### src/rtl/usc_pkg.sv
// constants and types for the serial port control block
package usc_pkg;

  localparam logic [7:0] ADDR_SERIAL_PORT_CONTROL = 8'h98;
  localparam logic [7:0] ADDR_DATA                = 8'h99;
  localparam logic [7:0] ADDR_POWER_CONTROL       = 8'h87;
  localparam logic [7:0] ADDR_GIVEN               = 8'hA9;
  localparam logic [7:0] ADDR_MASK                = 8'hB9;
  localparam logic [7:0] ADDR_BAUD                = 8'hC0;
  localparam logic [7:0] ADDR_STATUS              = 8'hC1;

  localparam int BIT_MODE0 = 7;
  localparam int BIT_MODE1 = 6;
  localparam int BIT_MP    = 5;
  localparam int BIT_REN   = 4;
  localparam int BIT_TB8   = 3;
  localparam int BIT_RB8   = 2;
  localparam int BIT_TI    = 1;
  localparam int BIT_RI    = 0;
  localparam int BIT_DBL   = 7;
  localparam int BIT_FES   = 6;

  localparam logic [7:0] RST_SERIAL_PORT_CONTROL  = 8'h00;
  localparam logic [7:0] RST_POWER = 8'h00;
  localparam logic [7:0] RST_ADDR  = 8'h00;
  localparam logic [7:0] RST_BAUD  = 8'h00;

  localparam int         SHIFT_DIV     = 12;
  localparam int         OVERSAMPLE    = 16;
  localparam int         MODE2_DIV     = 64;
  localparam int         MODE2_DIV_DBL = 32;
  localparam logic [3:0] SHIFT_LAST    = 4'(SHIFT_DIV - 1);
  localparam logic [3:0] SHIFT_HALF    = 4'(SHIFT_DIV / 2);
  localparam logic [3:0] SUB_LAST      = 4'(OVERSAMPLE - 1);
  localparam logic [3:0] HALF_LAST     = 4'(OVERSAMPLE / 2 - 1);
  localparam logic [7:0] MODE2_LIM     = 8'(MODE2_DIV / OVERSAMPLE - 1);
  localparam logic [7:0] MODE2_LIM_DBL = 8'(MODE2_DIV_DBL / OVERSAMPLE - 1);
  localparam logic [3:0] LAST_SHIFT    = 4'h7;
  localparam logic [3:0] LAST_UART8    = 4'h9;
  localparam logic [3:0] LAST_UART9    = 4'hA;

  typedef enum logic [1:0] {
    MODE_SHIFT  = 2'b00,
    MODE_UART8  = 2'b01,
    MODE_UART9F = 2'b10,
    MODE_UART9V = 2'b11
  } usc_mode_t;

  typedef enum logic {
    TX_IDLE  = 1'b0,
    TX_SHIFT = 1'b1
  } usc_tx_state_t;

  typedef enum logic [1:0] {
    RX_IDLE  = 2'b00,
    RX_START = 2'b01,
    RX_DATA  = 2'b11
  } usc_rx_state_t;

endpackage

### src/rtl/usc_stream_if.sv
// valid/ready stream between the port logic and its buffer
`timescale 1ns/1ps
interface usc_stream_if #(
  parameter int WIDTH = 8
);
  logic             valid;
  logic             ready;
  logic [WIDTH-1:0] data;
  modport src (output valid, output data, input ready);
  modport snk (input valid, input data, output ready);
endinterface

### src/rtl/usc_fifo.sv
// transmit buffer: flop memory with valid/ready on both sides
`timescale 1ns/1ps
module usc_fifo #(
  parameter int WIDTH = 8,
  parameter int DEPTH = 16
) (
  input  wire logic   clk,
  input  wire logic   rst_n,
  usc_stream_if.snk   wr_side,
  usc_stream_if.src   rd_side
);
  localparam int AW = $clog2(DEPTH);

  logic [WIDTH-1:0] mem_reg  [DEPTH];
  logic [WIDTH-1:0] mem_next [DEPTH];
  logic [AW:0]      wp_reg;
  logic [AW:0]      wp_next;
  logic [AW:0]      rp_reg;
  logic [AW:0]      rp_next;
  logic             full;
  logic             empty;
  logic             push;
  logic             pop;

  assign full  = (wp_reg[AW] != rp_reg[AW]) &&
                 (wp_reg[AW-1:0] == rp_reg[AW-1:0]);
  assign empty = (wp_reg == rp_reg);
  assign push  = wr_side.valid && !full;
  assign pop   = rd_side.ready && !empty;
  assign wr_side.ready = !full;
  assign rd_side.valid = !empty;
  assign rd_side.data  = mem_reg[rp_reg[AW-1:0]];

  always_comb begin
    mem_next = mem_reg;
    if (push) begin
      mem_next[wp_reg[AW-1:0]] = wr_side.data;
    end
    wp_next = wp_reg + {{AW{1'b0}}, push};
    rp_next = rp_reg + {{AW{1'b0}}, pop};
  end

  always_ff @(posedge clk or negedge rst_n) begin
    if (!rst_n) begin
      wp_reg <= '0;
      rp_reg <= '0;
    end else begin
      wp_reg <= wp_next;
      rp_reg <= rp_next;
    end
  end

  // storage needs no reset: empty flag guards stale words
  always_ff @(posedge clk) begin
    mem_reg <= mem_next;
  end
endmodule

### src/rtl/usc_serial_port.sv
// serial port control: modes, flags, address filter, shifters
`timescale 1ns/1ps
module usc_serial_port
  import usc_pkg::*;
#(
  parameter int FIFO_DEPTH = 16
) (
  input  wire logic       CLK_SYS,
  input  wire logic       RESETN,
  input  wire logic [7:0] ADDR,
  input  wire logic [7:0] WDATA,
  input  wire logic       WR,
  input  wire logic       RD,
  output logic      [7:0] RDATA,
  input  wire logic       RXD_IN,
  output logic            RXD_OUT,
  output logic            RXD_OE,
  output logic            TXD_OUT
);

  ////////////////////////////////////////////////////////////////////////
  logic          mode0_reg, mode0_next, fe_reg, fe_next;
  logic          fes_reg, fes_next, dbl_reg, dbl_next;
  logic [6:0]    ctl_reg, ctl_next;
  logic [7:0]    given_reg, given_next, mask_reg, mask_next;
  logic [7:0]    baud_reg, baud_next, rxbuf_reg, rxbuf_next;
  logic [7:0]    rdata_reg, rdata_next;
  logic [3:0]    sh_cnt_reg, sh_cnt_next;
  logic [7:0]    os_cnt_reg, os_cnt_next, os_lim;
  usc_tx_state_t tx_state_reg, tx_state_next;
  logic [10:0]   tx_sh_reg, tx_sh_next;
  logic [3:0]    tx_bit_reg, tx_bit_next, tx_sub_reg, tx_sub_next;
  usc_rx_state_t rx_state_reg, rx_state_next;
  logic [9:0]    rx_sh_reg, rx_sh_next, rx_sample;
  logic [3:0]    rx_bit_reg, rx_bit_next, rx_sub_reg, rx_sub_next;
  logic          txd_reg, txd_next, rxo_reg, rxo_next, oe_reg, oe_next;
  usc_mode_t     mode;
  logic          is_shift, is_uart8, mp, ren, ri;
  logic          tick12, tick16, tick, sc_wr, rxd;
  logic [3:0]    tx_last, rx_last;
  logic          tx_load, tx_bit_end, ti_set;
  logic          rx_done, rx_accept, fe_set, filt_ok, addr_match;
  logic [7:0]    rx_byte, bcast;
  logic          rx_ninth, rx_stop;

  usc_stream_if #(.WIDTH(8)) fill_if ();
  usc_stream_if #(.WIDTH(8)) drain_if ();

  usc_fifo #(
    .WIDTH (8),
    .DEPTH (FIFO_DEPTH)
  ) u_tx_fifo (
    .clk     (CLK_SYS),
    .rst_n   (RESETN),
    .wr_side (fill_if),
    .rd_side (drain_if)
  );

  usc_sync3 #(
    .RESET_VAL (1'b1)
  ) u_rx_sync (
    .clk   (CLK_SYS),
    .rst_n (RESETN),
    .d     (RXD_IN),
    .q     (rxd)
  );

  ////////////////////////////////////////////////////////////////////////
  assign mode     = usc_mode_t'({mode0_reg, ctl_reg[BIT_MODE1]});
  assign is_shift = (mode == MODE_SHIFT);
  assign is_uart8 = (mode == MODE_UART8);
  assign mp       = ctl_reg[BIT_MP];
  assign ren      = ctl_reg[BIT_REN];
  assign ri       = ctl_reg[BIT_RI];
  assign sc_wr    = WR && (ADDR == ADDR_SERIAL_PORT_CONTROL);

  // mode 2 fixed rate, modes 1 and 3 from the software divider
  assign os_lim = (mode == MODE_UART9F) ?
                  (dbl_reg ? MODE2_LIM_DBL : MODE2_LIM) : baud_reg;
  assign tick12 = (sh_cnt_reg == SHIFT_LAST);
  assign tick16 = (os_cnt_reg >= os_lim);
  assign tick   = is_shift ? tick12 : tick16;

  always_comb begin
    sh_cnt_next = tick12 ? 4'h0 : sh_cnt_reg + 4'h1;
    os_cnt_next = tick16 ? 8'h00 : os_cnt_reg + 8'h01;
  end

  ////////////////////////////////////////////////////////////////////////
  assign tx_last = is_shift ? LAST_SHIFT :
                   (is_uart8 ? LAST_UART8 : LAST_UART9);
  assign fill_if.valid  = WR && (ADDR == ADDR_DATA);
  assign fill_if.data   = WDATA;
  // shift mode is half duplex: no send while a receive shifts; a send
  // there starts on a slot edge so the first bit gets a whole clock
  assign drain_if.ready = (tx_state_reg == TX_IDLE) &&
                          !(is_shift && (rx_state_reg != RX_IDLE ||
                                         !tick12));
  assign tx_load    = drain_if.valid && drain_if.ready;
  assign tx_bit_end = tick && (is_shift || tx_sub_reg == SUB_LAST);

  always_comb begin
    tx_state_next = tx_state_reg;
    tx_sh_next    = tx_sh_reg;
    tx_bit_next   = tx_bit_reg;
    tx_sub_next   = tx_sub_reg;
    ti_set        = 1'b0;
    case (tx_state_reg)
      TX_IDLE: begin
        if (tx_load) begin
          tx_state_next = TX_SHIFT;
          tx_bit_next   = 4'h0;
          tx_sub_next   = 4'h0;
          if (is_shift) begin
            tx_sh_next = {3'b111, drain_if.data};
          end else if (is_uart8) begin
            tx_sh_next = {2'b11, drain_if.data, 1'b0};
          end else begin
            tx_sh_next = {1'b1, ctl_reg[BIT_TB8], drain_if.data, 1'b0};
          end
        end
      end
      TX_SHIFT: begin
        if (tick) begin
          tx_sub_next = tx_sub_reg + 4'h1;
        end
        if (tx_bit_end) begin
          tx_bit_next = tx_bit_reg + 4'h1;
          tx_sh_next  = {1'b1, tx_sh_reg[10:1]};
          if (tx_bit_reg == (is_shift ? tx_last : tx_last - 4'h1)) begin
            ti_set = 1'b1;
          end
          if (tx_bit_reg == tx_last) begin
            tx_state_next = TX_IDLE;
          end
        end
      end
      default: tx_state_next = TX_IDLE;
    endcase
  end

  ////////////////////////////////////////////////////////////////////////
  assign rx_last   = is_shift ? LAST_SHIFT : tx_last - 4'h1;
  assign rx_sample = {rxd, rx_sh_reg[9:1]};
  assign rx_byte   = is_shift ? rx_sample[9:2] :
                     (is_uart8 ? rx_sample[8:1] : rx_sample[7:0]);
  assign rx_ninth  = rx_sample[8];
  assign rx_stop   = rx_sample[9];
  assign bcast     = given_reg | mask_reg;
  assign addr_match = (((rx_byte ^ given_reg) & mask_reg) == 8'h00) ||
                      ((rx_byte & bcast) == bcast);
  assign filt_ok   = is_shift || !mp ||
                     (is_uart8 ? (rx_stop && addr_match) :
                                 (rx_ninth && addr_match));
  assign rx_accept = rx_done && !ri && filt_ok;
  assign fe_set    = rx_done && !is_shift && !rx_stop;

  always_comb begin
    rx_state_next = rx_state_reg;
    rx_sh_next    = rx_sh_reg;
    rx_bit_next   = rx_bit_reg;
    rx_sub_next   = rx_sub_reg;
    rx_done       = 1'b0;
    if (!ren) begin
      rx_state_next = RX_IDLE;
    end else begin
      case (rx_state_reg)
        RX_IDLE: begin
          rx_sub_next = 4'h0;
          rx_bit_next = 4'h0;
          if (is_shift) begin
            if (tick && !ri && tx_state_reg == TX_IDLE &&
                !drain_if.valid) begin
              rx_state_next = RX_DATA;
            end
          end else if (!rxd) begin
            rx_state_next = RX_START;
          end
        end
        RX_START: begin
          if (tick) begin
            rx_sub_next = rx_sub_reg + 4'h1;
            // a start bit gone by mid-bit was a glitch
            if (rx_sub_reg == HALF_LAST) begin
              rx_sub_next   = 4'h0;
              rx_state_next = rxd ? RX_IDLE : RX_DATA;
            end
          end
        end
        RX_DATA: begin
          if (tick) begin
            rx_sub_next = rx_sub_reg + 4'h1;
          end
          if (tick && (is_shift || rx_sub_reg == SUB_LAST)) begin
            rx_sh_next  = rx_sample;
            rx_bit_next = rx_bit_reg + 4'h1;
            if (rx_bit_reg == rx_last) begin
              rx_state_next = RX_IDLE;
              rx_done       = 1'b1;
            end
          end
        end
        default: rx_state_next = RX_IDLE;
      endcase
    end
  end

  ////////////////////////////////////////////////////////////////////////
  always_comb begin
    mode0_next = mode0_reg;
    fe_next    = fe_reg;
    ctl_next   = ctl_reg;
    fes_next   = fes_reg;
    dbl_next   = dbl_reg;
    given_next = given_reg;
    mask_next  = mask_reg;
    baud_next  = baud_reg;
    rxbuf_next = rxbuf_reg;
    rdata_next = 8'h00;
    if (sc_wr) begin
      if (fes_reg) begin
        fe_next = WDATA[BIT_MODE0];
      end else begin
        mode0_next = WDATA[BIT_MODE0];
      end
      ctl_next = WDATA[6:0];
    end
    if (WR && ADDR == ADDR_POWER_CONTROL) begin
      dbl_next = WDATA[BIT_DBL];
      fes_next = WDATA[BIT_FES];
    end
    if (WR && ADDR == ADDR_GIVEN) begin
      given_next = WDATA;
    end
    if (WR && ADDR == ADDR_MASK) begin
      mask_next = WDATA;
    end
    if (WR && ADDR == ADDR_BAUD) begin
      baud_next = WDATA;
    end
    // hardware sets come last so they win over a same-cycle write
    if (fe_set) begin
      fe_next = 1'b1;
    end
    if (ti_set) begin
      ctl_next[BIT_TI] = 1'b1;
    end
    if (rx_accept) begin
      ctl_next[BIT_RI] = 1'b1;
      rxbuf_next = rx_byte;
      if (!is_shift) begin
        ctl_next[BIT_RB8] = is_uart8 ? rx_stop : rx_ninth;
      end
    end
    if (RD) begin
      case (ADDR)
        ADDR_SERIAL_PORT_CONTROL:
          rdata_next = {fes_reg ? fe_reg : mode0_reg, ctl_reg};
        ADDR_DATA:          rdata_next = rxbuf_reg;
        ADDR_POWER_CONTROL: rdata_next = {dbl_reg, fes_reg, 6'h00};
        ADDR_GIVEN:         rdata_next = given_reg;
        ADDR_MASK:          rdata_next = mask_reg;
        ADDR_BAUD:          rdata_next = baud_reg;
        ADDR_STATUS:        rdata_next = {5'h00, rx_state_reg != RX_IDLE,
                                          tx_state_reg != TX_IDLE,
                                          fill_if.ready};
        default:            rdata_next = 8'h00;
      endcase
    end
  end

  ////////////////////////////////////////////////////////////////////////
  // shift mode: data on the two-way pin, shift clock on the other
  always_comb begin
    txd_next = 1'b1;
    rxo_next = 1'b1;
    oe_next  = 1'b0;
    if (tx_state_reg == TX_SHIFT && !is_shift) begin
      txd_next = tx_sh_reg[0];
    end
    if (is_shift && (tx_state_reg == TX_SHIFT ||
                     rx_state_reg == RX_DATA)) begin
      txd_next = (sh_cnt_reg >= SHIFT_HALF);
    end
    if (is_shift && tx_state_reg == TX_SHIFT) begin
      rxo_next = tx_sh_reg[0];
      oe_next  = 1'b1;
    end
  end

  always_ff @(posedge CLK_SYS or negedge RESETN) begin
    if (!RESETN) begin
      mode0_reg    <= RST_SERIAL_PORT_CONTROL[BIT_MODE0];
      fe_reg       <= RST_SERIAL_PORT_CONTROL[BIT_MODE0];
      ctl_reg      <= RST_SERIAL_PORT_CONTROL[6:0];
      fes_reg      <= RST_POWER[BIT_FES];
      dbl_reg      <= RST_POWER[BIT_DBL];
      given_reg    <= RST_ADDR;
      mask_reg     <= RST_ADDR;
      baud_reg     <= RST_BAUD;
      rxbuf_reg    <= 8'h00;
      rdata_reg    <= 8'h00;
      sh_cnt_reg   <= 4'h0;
      os_cnt_reg   <= 8'h00;
      tx_state_reg <= TX_IDLE;
      tx_sh_reg    <= 11'h7FF;
      tx_bit_reg   <= 4'h0;
      tx_sub_reg   <= 4'h0;
      rx_state_reg <= RX_IDLE;
      rx_sh_reg    <= 10'h000;
      rx_bit_reg   <= 4'h0;
      rx_sub_reg   <= 4'h0;
      txd_reg      <= 1'b1;
      rxo_reg      <= 1'b1;
      oe_reg       <= 1'b0;
    end else begin
      mode0_reg    <= mode0_next;
      fe_reg       <= fe_next;
      ctl_reg      <= ctl_next;
      fes_reg      <= fes_next;
      dbl_reg      <= dbl_next;
      given_reg    <= given_next;
      mask_reg     <= mask_next;
      baud_reg     <= baud_next;
      rxbuf_reg    <= rxbuf_next;
      rdata_reg    <= rdata_next;
      sh_cnt_reg   <= sh_cnt_next;
      os_cnt_reg   <= os_cnt_next;
      tx_state_reg <= tx_state_next;
      tx_sh_reg    <= tx_sh_next;
      tx_bit_reg   <= tx_bit_next;
      tx_sub_reg   <= tx_sub_next;
      rx_state_reg <= rx_state_next;
      rx_sh_reg    <= rx_sh_next;
      rx_bit_reg   <= rx_bit_next;
      rx_sub_reg   <= rx_sub_next;
      txd_reg      <= txd_next;
      rxo_reg      <= rxo_next;
      oe_reg       <= oe_next;
    end
  end

  assign RDATA   = rdata_reg;
  assign TXD_OUT = txd_reg;
  assign RXD_OUT = rxo_reg;
  assign RXD_OE  = oe_reg;
endmodule

### src/rtl/usc_sync3.sv
// three-stage input synchroniser with agreement filter
`timescale 1ns/1ps
module usc_sync3 #(
  parameter logic RESET_VAL = 1'b1
) (
  input  wire logic clk,
  input  wire logic rst_n,
  input  wire logic d,
  output logic      q
);
  logic [2:0] ff_reg;
  logic [2:0] ff_next;
  logic       q_reg;
  logic       q_next;

  // output moves only once stages two and three agree
  always_comb begin
    ff_next = {ff_reg[1:0], d};
    q_next  = (ff_reg[1] == ff_reg[2]) ? ff_reg[2] : q_reg;
  end

  always_ff @(posedge clk or negedge rst_n) begin
    if (!rst_n) begin
      ff_reg <= {3{RESET_VAL}};
      q_reg  <= RESET_VAL;
    end else begin
      ff_reg <= ff_next;
      q_reg  <= q_next;
    end
  end

  assign q = q_reg;
endmodule
### config.mk
export PLATFORM = sky130hd
export DESIGN_NAME = usc_serial_port
export DESIGN_NICKNAME = d
export VERILOG_FILES = /design/src/rtl/usc_pkg.sv /design/src/rtl/usc_stream_if.sv /design/src/rtl/usc_fifo.sv /design/src/rtl/usc_serial_port.sv /design/src/rtl/usc_sync3.sv
export SDC_FILE = /design/constraint.sdc
export NUM_CORES = 1
export LEC_CHECK = 0
export ABC_CLOCK_PERIOD_IN_PS = 4400
export BUFFER_PORTS_ARGS = -buffer_cell sky130_fd_sc_hd__buf_2
export CORE_MARGIN = 10
export CORE_UTILIZATION = 36
export DETAILED_ROUTE_END_ITERATION = 8
export SLEW_MARGIN = 15
export SYNTH_ARGS = -nofsm -noshare
export SYNTH_HDL_FRONTEND = slang
export SYNTH_SLANG_ARGS = --single-unit
### constraint.sdc
create_clock -name CLK_SYS -period 4.4 [get_ports CLK_SYS]
set_input_delay 0 -clock CLK_SYS [delete_from_list [all_inputs] [get_ports CLK_SYS]]
set_output_delay 0 -clock CLK_SYS [all_outputs]
set_load 0.01 [all_outputs]
==> impl.org, run 1 <==
** STA
- Derived from the worst setup path, the maximum achievable clock frequency is 298 MHz.
- Worst slew margin relative to its limit :: roughly a third
- Worst-case clock skew :: about 16 ps
- The number of hold-slack violations in the final timing report was 0.
- Dividing the final minimum period by the clock period gives between 70% and 80%.
- The smallest clock period supported by the final layout is computed as 3350 ps.
- Tightest Pin Transition :: 969 ps
- Setup repair after global routing left no endpoint under its margin.
- Final-layout worst hold slack :: between 30 and 40 ps
- Final setup fails :: 0
- Final-layout setup total negative slack :: 0 ps
- Final count of pins violating max slew :: 0

** Power
- Worst vdd rail ir drop :: between 0.3 and 0.4 mV
- The analysis attributes to cell leakage a power of 5.05 nW.
- The internal portion of the total power is approximately 4.5 mW.
- Share of power burned in combinational logic :: between 10% and 20%
- Power density cells :: around 460 nW/µm²
- In this run, flip-flops and latches consume between 40% and 50% of the power.
- In this run the power spent charging and discharging nets is between 1.5 and 2 mW.
- The clock network is responsible for slightly below 40% of the overall power.
- Switching part of the total power :: 26.1%

** Yosys
- Gate count of the mapped netlist :: about 840
- Synth area leader :: edfxtp_1
- Warnings, synthesis :: 0
- Async set-or-reset flop fraction in the synthesized netlist :: between 40% and 50%
- The share of synthesized area in the top cell type comes to about 34%.
- In the synthesized netlist, the cells that appear most often are edfxtp_1, dfrtp_1, nand2_1.
- Count of state elements after synthesis :: about 250
- Leading post-synthesis cells by cell area :: edfxtp_1, dfrtp_1, mux4_2, mux2_2, dfstp_2
- Dominant cell by count in the synthesized netlist :: edfxtp_1
- When the netlist entered floorplanning its net count stood at roughly 900.
- Yosys cell types :: 68
- For this run, the register share of the synthesized area comes to roughly 60%.
- Most common flop cell mapped by yosys :: edfxtp_1
- Number of flops mapped to enable cells by yosys :: about 130
- A synthesized cell averages around 14 µm².
- The synthesized netlist occupies a cell area of around 11000 µm².

** Layout
- Non-filler cells in the finished layout :: about 1300
- Layout filler cell count :: roughly 2900
- The area growth from synthesis to layout is 14.7%.
- The net count of the finished layout is 921.
- 0 antenna diodes ended up in the layout.
- Area occupied by multi-input gates :: 4310 µm²
- Summing all flip-flop and latch instances after layout gives 6820 µm².
- Proportion of layout cells with a drive suffix above 1 :: 23.8%
- The register with the most flip-flops in the layout has approximately 130 of them.

** Global routing
- The total overflow left after global routing is 0.
- Global routing used 13.5% of the available tracks.
- The first global-routing pass estimated approximately 42000 µm of wire.
- Antenna violations before repair :: 0
- Maximum number of pins on one net before global-route repair :: 52
- Number of global-route vias before repair :: a little over 7000

** Place
- The congestion estimate from routability-driven global placement came to between 0.8 and 0.9.
- Number of placed instances with taps included :: 1237
- I/O Buffers :: 31
- The wire-length estimate of the detail-placed layout is roughly 17000 µm.

** Floorplan
- Die width :: roughly 200 µm
- Count of pins on the block boundary :: 32
- Area of the die :: around 39000 µm²
- The initial utilization of the core area, before any placement, comes to approximately 36%.
- Site Rows :: 65
- Core footprint :: between 30000 and 40000 µm²
- The die is slightly below 200 µm tall.

** Flow run
- Across the run, the number of max-cap violations was 0.

** Worst setup path
- Arrival time at the worst endpoint :: between 3000 and 4000 ps
- In this run the worst path has a maximum fanout of 9.
- The cell that appears most often on the critical path is nand2_1.
- Number of cells on the worst reg-to-reg path :: 11
- Startpoint of the worst-slack reg-to-reg timing path :: ctl_reg[6]
- For this design, the slowest cell found on the critical path is dlygate4sd3_1.
- The setup path with the least slack is of type register to register.
- Launching element type of the critical path :: register
- Data required, critical path :: 4870 ps
- Worst r2r dst :: ctl_reg[0]
- The most critical setup path has its endpoint at ctl_reg[0].
- Worst setup path startpoint :: ctl_reg[6]
- Nature of the critical path endpoint :: register
- Delay of the slowest cell on the worst path :: ~570 ps
- Cells along the critical path :: nand2b_1 > nand2_1 > ha_1 > nand2_1 > nor3_1 > a21oi_1 > o31a_1 > nor2_1 > o2111ai_4 > o21ai_0 > dlygate4sd3_1
- Flop-to-flop setup slack :: 1050 ps

** Detailed routing
- Across all layers, the routed design uses 7053 vias.
- Average routed wire per standard cell :: between 20 and 25 µm
- In this run the remaining antenna-violating nets after routing total 0.
- Total routed wirelength :: 26100 µm
- Post-route DRC :: 0
- The first detailed-routing pass ran for 7 iterations.
- Using the TritonRoute via totals, the vias-per-cell ratio works out to about 5.4.
- First-iteration detailed-routing DRC count :: slightly above 600

** Clocking
- In this run, CTS created clock tree buffers numbering 26.
- Clock latency on the worst-skew pair :: 540 ps
- After clock tree synthesis, the clock-pin slew on the worst setup and hold paths is around 70 ps.
- CTS tree :: built
- The clock drives about 250 sinks.
- Root buffer cell :: clkbuf_16
- CTS built an H-tree with a depth of 1.
- PostCTS Resize Cnt :: 0
- The clock passes through at most 3 buffers.

** Run status
- The flow ran to the end, and the final reports show no timing, DRC or antenna violations.

** Min path
- Hold WC Path Type :: primary input to register
## power groups by stage
stage	logic [mW]	registers [mW]	clock network (mW)
after detailed placement	0.998	2.76	0
after floorplan	0.750	2.69	0
after global placement	0.989	2.76	0
after global routing	1.11	2.74	2.50
final	0.997	2.71	2.35
after CTS	1.01	2.72	2.41
## layout by cell type (no fill, tap or decap), types with 26 or more instances in the layout
cell	n
nor2_1	53
clkbuf_16	26
nand2_1	65
edfxtp_1	128
o21ai_0	44
nand3_1	27
a21oi_1	40
mux2_2	54
mux4_2	40
dfrtp_1	101
buf_2	30
## repair_timing
item                      in CTS  in global routing
hold endpoints to repair     212                  0
setup buffers                  0                  0
hold buffers                  18                  0
## cell type report
class | count | area share, %
repair buffers | 63 | 3.47
flip-flops and latches | 246 | 52.3
clock inverters | 17 | 1.95
multi-input cells | 532 | 33.0
well taps | 402 | 3.86
clock buffers | 29 | 5.08
inverters | 12 | 0.345
## logic make-up after synthesis
logic type	after synthesis	synth area share (%)
AO/OA/AOI/OAI	151	8.51
XOR/XNOR	37	2.85
adder cells (fa/ha/maj)	20	2.18
buffers and inverters	57	2.19
flip-flops	246	60.0
multiplexers	110	14.7
AND/OR/NAND/NOR	214	9.60
## worst min path at each step
stage	start	endpoint	slack, ps	cells after the start
2_1_floorplan	RESETN	RDATA[0]	-300	0
3_3_place_gp	RESETN	os_cnt_reg[6]	-10	1
3_5_place_dp	RESETN	os_cnt_reg[7]	-20	1
4_1_cts	ADDR[0]	RDATA[7]	2	5
5_1_grt	ADDR[3]	RDATA[0]	50	5
6_report	ADDR[0]	RDATA[7]	30	5
## metrics by stage
stage / util, % / instance area [µm²] / worst slack (ps) / power, mW
after global placement: 38.0 / 11900 / 1470 / 3.75
after detailed placement: 38.0 / 11900 / 1380 / 3.76
final: 41.5 / 13000 / 1050 / 6.06
after floorplan: - / 11400 / 1260 / 3.44
after CTS: 41.5 / 13000 / 1060 / 6.14
after global routing: 41.5 / 13000 / 671 / 6.35
## metal layers
| metal | up-vias | share of wire, % | GRT usage, % |
|---|---|---|---|
| met2 | 209 | 46 | 21.0 |
| met4 | 0 | 1.7 | 3.19 |
| met3 | 40 | 6.3 | 2.53 |
| met1 | 3550 | 46 | 19.2 |
| met5 | - | 0 | 0 |
| li1 | 3254 | - | - |
## worst max-delay path, delay by kind of cell, from the launching register on
kind | cells | cell delay [ps]
adders and majority gates | 1 | 300
and+or+nand+nor | 5 | 1060
buffers and inverters | 1 | 570
AOI/OAI and AO/OA | 4 | 1020
DFF | 1 | 340
Note: power is estimated with default switching activity, not from simulation.
==> inputs of run 2 (changes only) <==
ABC_CLOCK_PERIOD_IN_PS = 2800   (was 4400)
clock period = 2.8 ns   (was 4.4 ns; I/O delays follow)
==> run 2 against run 1 <==
Critical path type unchanged; flip-flop and latch count is the same; critical path depth decreased by 1; final cell count rose by 2.2%; largest power group unchanged; the flow now finishes with violations (hold timing); total power up 57%; highest routed layer unchanged; sequential share of layout area decreased by 0.91 points; combinational power grew 76%; non-clock buffer count up 27.
==> impl.org, run 2 (synthesis results as in run 1) <==
** Place
- Routability congestion estimate from global placement :: 0.838 (-1.4%)
- Detailed Place HPWL :: 17400 µm (+0.74%)
- The area after detailed placement is 12200 µm² (+2.2%).
- The worst-case setup slack after placement is 85.2 ps (-1290 ps).
- I/O Buffers :: 31 (unchanged)

** Floorplan
- The count of pins on the block boundary is 32 (unchanged).
- The width of the die came to 198 µm (unchanged).
- Core footprint :: 31400 µm² (unchanged)
- The row count came to 65 (unchanged).
- Die height :: 198 µm (unchanged)
- The die outline area was 39100 µm² (unchanged).
- The starting utilization of the core area is 36.2% (unchanged).

** Layout
- Proportion of layout cells with a drive suffix above 1 :: 26.9% (+3.1 points)
- Commonest non-fill, non-tap cell in the layout :: edfxtp_1
- Total non-filler cell area in the finished layout :: 13300 µm² (+1.8%)
- Total Nets Final :: 948 (+2.9%)
- # diodes :: 0 (unchanged)
- Layout filler cell count :: 2927 (+0.45%)
- Synth-to-layout area growth :: 16.7%
- In the layout the commonest cells are edfxtp_1, dfrtp_1, nand2_1, mux2_2, nor2_1.
- The number of flip-flops in the largest register came to 128 (unchanged).

** Detailed routing
- The per-cell routed wire length is 19.6 µm (-2.4%).
- The total wire length is 26000 µm (-0.24%).
- The number of vias per cell after detailed routing was 5.36 (-1.1%).
- The final routed DRC violation total is 0 (unchanged).
- The number of nets with antenna violations after routing came to 0 (unchanged).
- First-iteration detailed-routing DRC count :: 556 (-8.1%)
- Via count :: 7132 (+1.1%)
- The detailed-routing iteration count for the pre-antenna-repair pass came to 5 (-2).

** Power
- Power density cells :: 715 nW/µm² (+54%)
- The maximum vdd ir drop was 0.610 mV (+65%).
- Reported leakage power :: 5.18 nW (+2.5%)

** Global routing
- The global routing usage summed across all routing layers came to 13.5% (-0.068 points).
- Maximum number of pins on one net before global-route repair :: 80 (+54%)
- Congestion Overflow GR :: 0 (unchanged)
- Antenna violations before repair :: 0 (unchanged)
- The via count of the first global-routing pass was 7093 (-0.056%).
- The first-pass GRT wire length came to 41800 µm (-0.71%).

** Worst setup path
- The critical path required time is 3210 ps (-1660 ps).
- The maximum fanout along the worst path is 10 (+1).
- Nature of the critical path endpoint :: register
- In this run the worst setup path begins at ctl_reg[6].
- Flop-to-flop setup slack :: 190 ps (-860 ps)
- CP Class :: register to register
- The endpoint arrival time on the critical path was 3020 ps (-810 ps).
- The worst setup path is launched from a register.
- Worst r2r dst :: rx_sh_reg[4]
- CP Capture Point :: rx_sh_reg[4]
- The worst reg2reg path depth came to 10 (-1).
- Startpoint of the worst-slack reg-to-reg timing path :: ctl_reg[6]

** STA
- Worst-case clock skew :: 21.9 ps (+6.21 ps)
- Tightest Pin Transition :: 1060 ps (+86.2 ps)
- Final-layout worst hold slack :: -2.15 ps (-34.1 ps)
- Final setup fails :: 0 (unchanged)
- The total count of max-transition violations in the final report is 0 (unchanged).
- The aggregate negative setup slack was 0 ps (unchanged).
- Max Clock Freq :: 383 MHz (+28%)
- Final Hold Viols :: 1 (+1)
- Worst slew margin relative to its limit :: 29.0% (-5.8 points)
- Share of the clock period used by the worst path after layout :: 93.2% (+17 points)
- The least setup slack across all paths after layout was 190 ps (-858 ps).
- Minimum clock period :: 2610 ps (-742 ps)
- Setup repair after global routing missed its margin :: false

** Run status
- Violated checks :: hold timing
- Result of the run :: complete, but fails checks

** Clocking
- Maximum level of the CTS H-tree :: 1 (unchanged)
- TritonCTS sink count :: 246 (unchanged)
- The tree is rooted in a clkbuf_16.
- Clk slew on worst S/H paths :: 60 ps (about the same)
- CTS tree :: built
- Clock latency on the worst-skew pair :: 530 ps (about the same)
- Number of buffers created by CTS :: 26 (unchanged)
- Max clock buf depth :: 3 (unchanged)
- The total setup buffers inserted after CTS came to 0 (unchanged).

** Flow run
- The number of maximum-capacitance constraint violations came to 0 (unchanged).

** Min path
- Hold WC Path Type :: primary input to async pin
==> run 2: worst min-delay path by stage <==
stage	endpoint	start	cells after the start	slack, ps
6_report	os_cnt_reg[7]	RESETN	2	-2
3_3_place_gp	os_cnt_reg[7]	RESETN	1	30
3_5_place_dp	os_cnt_reg[7]	RESETN	1	30
4_1_cts	os_cnt_reg[5]	RESETN	2	7
2_1_floorplan	RDATA[0]	RESETN	0	-300
5_1_grt	os_cnt_reg[7]	RESETN	2	60
==> run 2: where the power goes <==
group          switching [mW]  internal [mW]  leakage [nW]  total [mW]
Sequential              0.158           4.05          2.70        4.21
Clock                    1.41           2.12         0.416        3.53
Combinational           0.933          0.820          2.06        1.75
==> run 2: stage by stage <==
step           util, %  instances  hold WS [ps]  power [mW]
2_1_floorplan        -        835          -296        5.42
3_3_place_gp      38.8       1265          29.0        6.01
3_5_place_dp      38.8       1265          26.9        6.04
4_1_cts           42.2       1330          7.40        9.61
5_1_grt           42.3       1330          55.5        9.92
6_report          42.3       1330         -2.15        9.49
==> run 2: final cells by class <==
type | instances | area, µm² | area share, %
Sequential cell | 246 | 6820 | 51.4
Clock inverter | 20 | 214 | 1.61
Inverter | 12 | 45.0 | 0.339
Timing Repair Buffer | 90 | 672 | 5.06
Clock buffer | 28 | 679 | 5.12
Multi-Input combinational cell | 532 | 4340 | 32.7
Tap cell | 402 | 503 | 3.79
==> run 2: per-layer routing <==
metal	wire length [µm]	vias to the layer above	GRT usage [%]
li1	-	3319	-
met4	414	0	3.39
met1	12300	3607	19.1
met3	1130	33	1.88
met5	0	-	0
met2	12200	173	21.2
==> run 2: what timing repair did <==
| action | CTS | global route |
|---|---|---|
| resized for setup | 0 | 4 |
| setup endpoints to repair | 0 | 28 |
| endpoints found under the hold margin | 237 | 0 |
| hold buffers | 17 | 0 |
==> run 2: worst max-delay path, cell delays in order, from the launching register on <==
cell and delay, ps:
dfrtp_1 370, nand2b_2 240, nor2_1 120, a21oi_1 60
ha_1 190, a211oi_2 230, o21ai_2 90, a21oi_2 160
o31a_1 370, or2_4 290, mux2_2 350
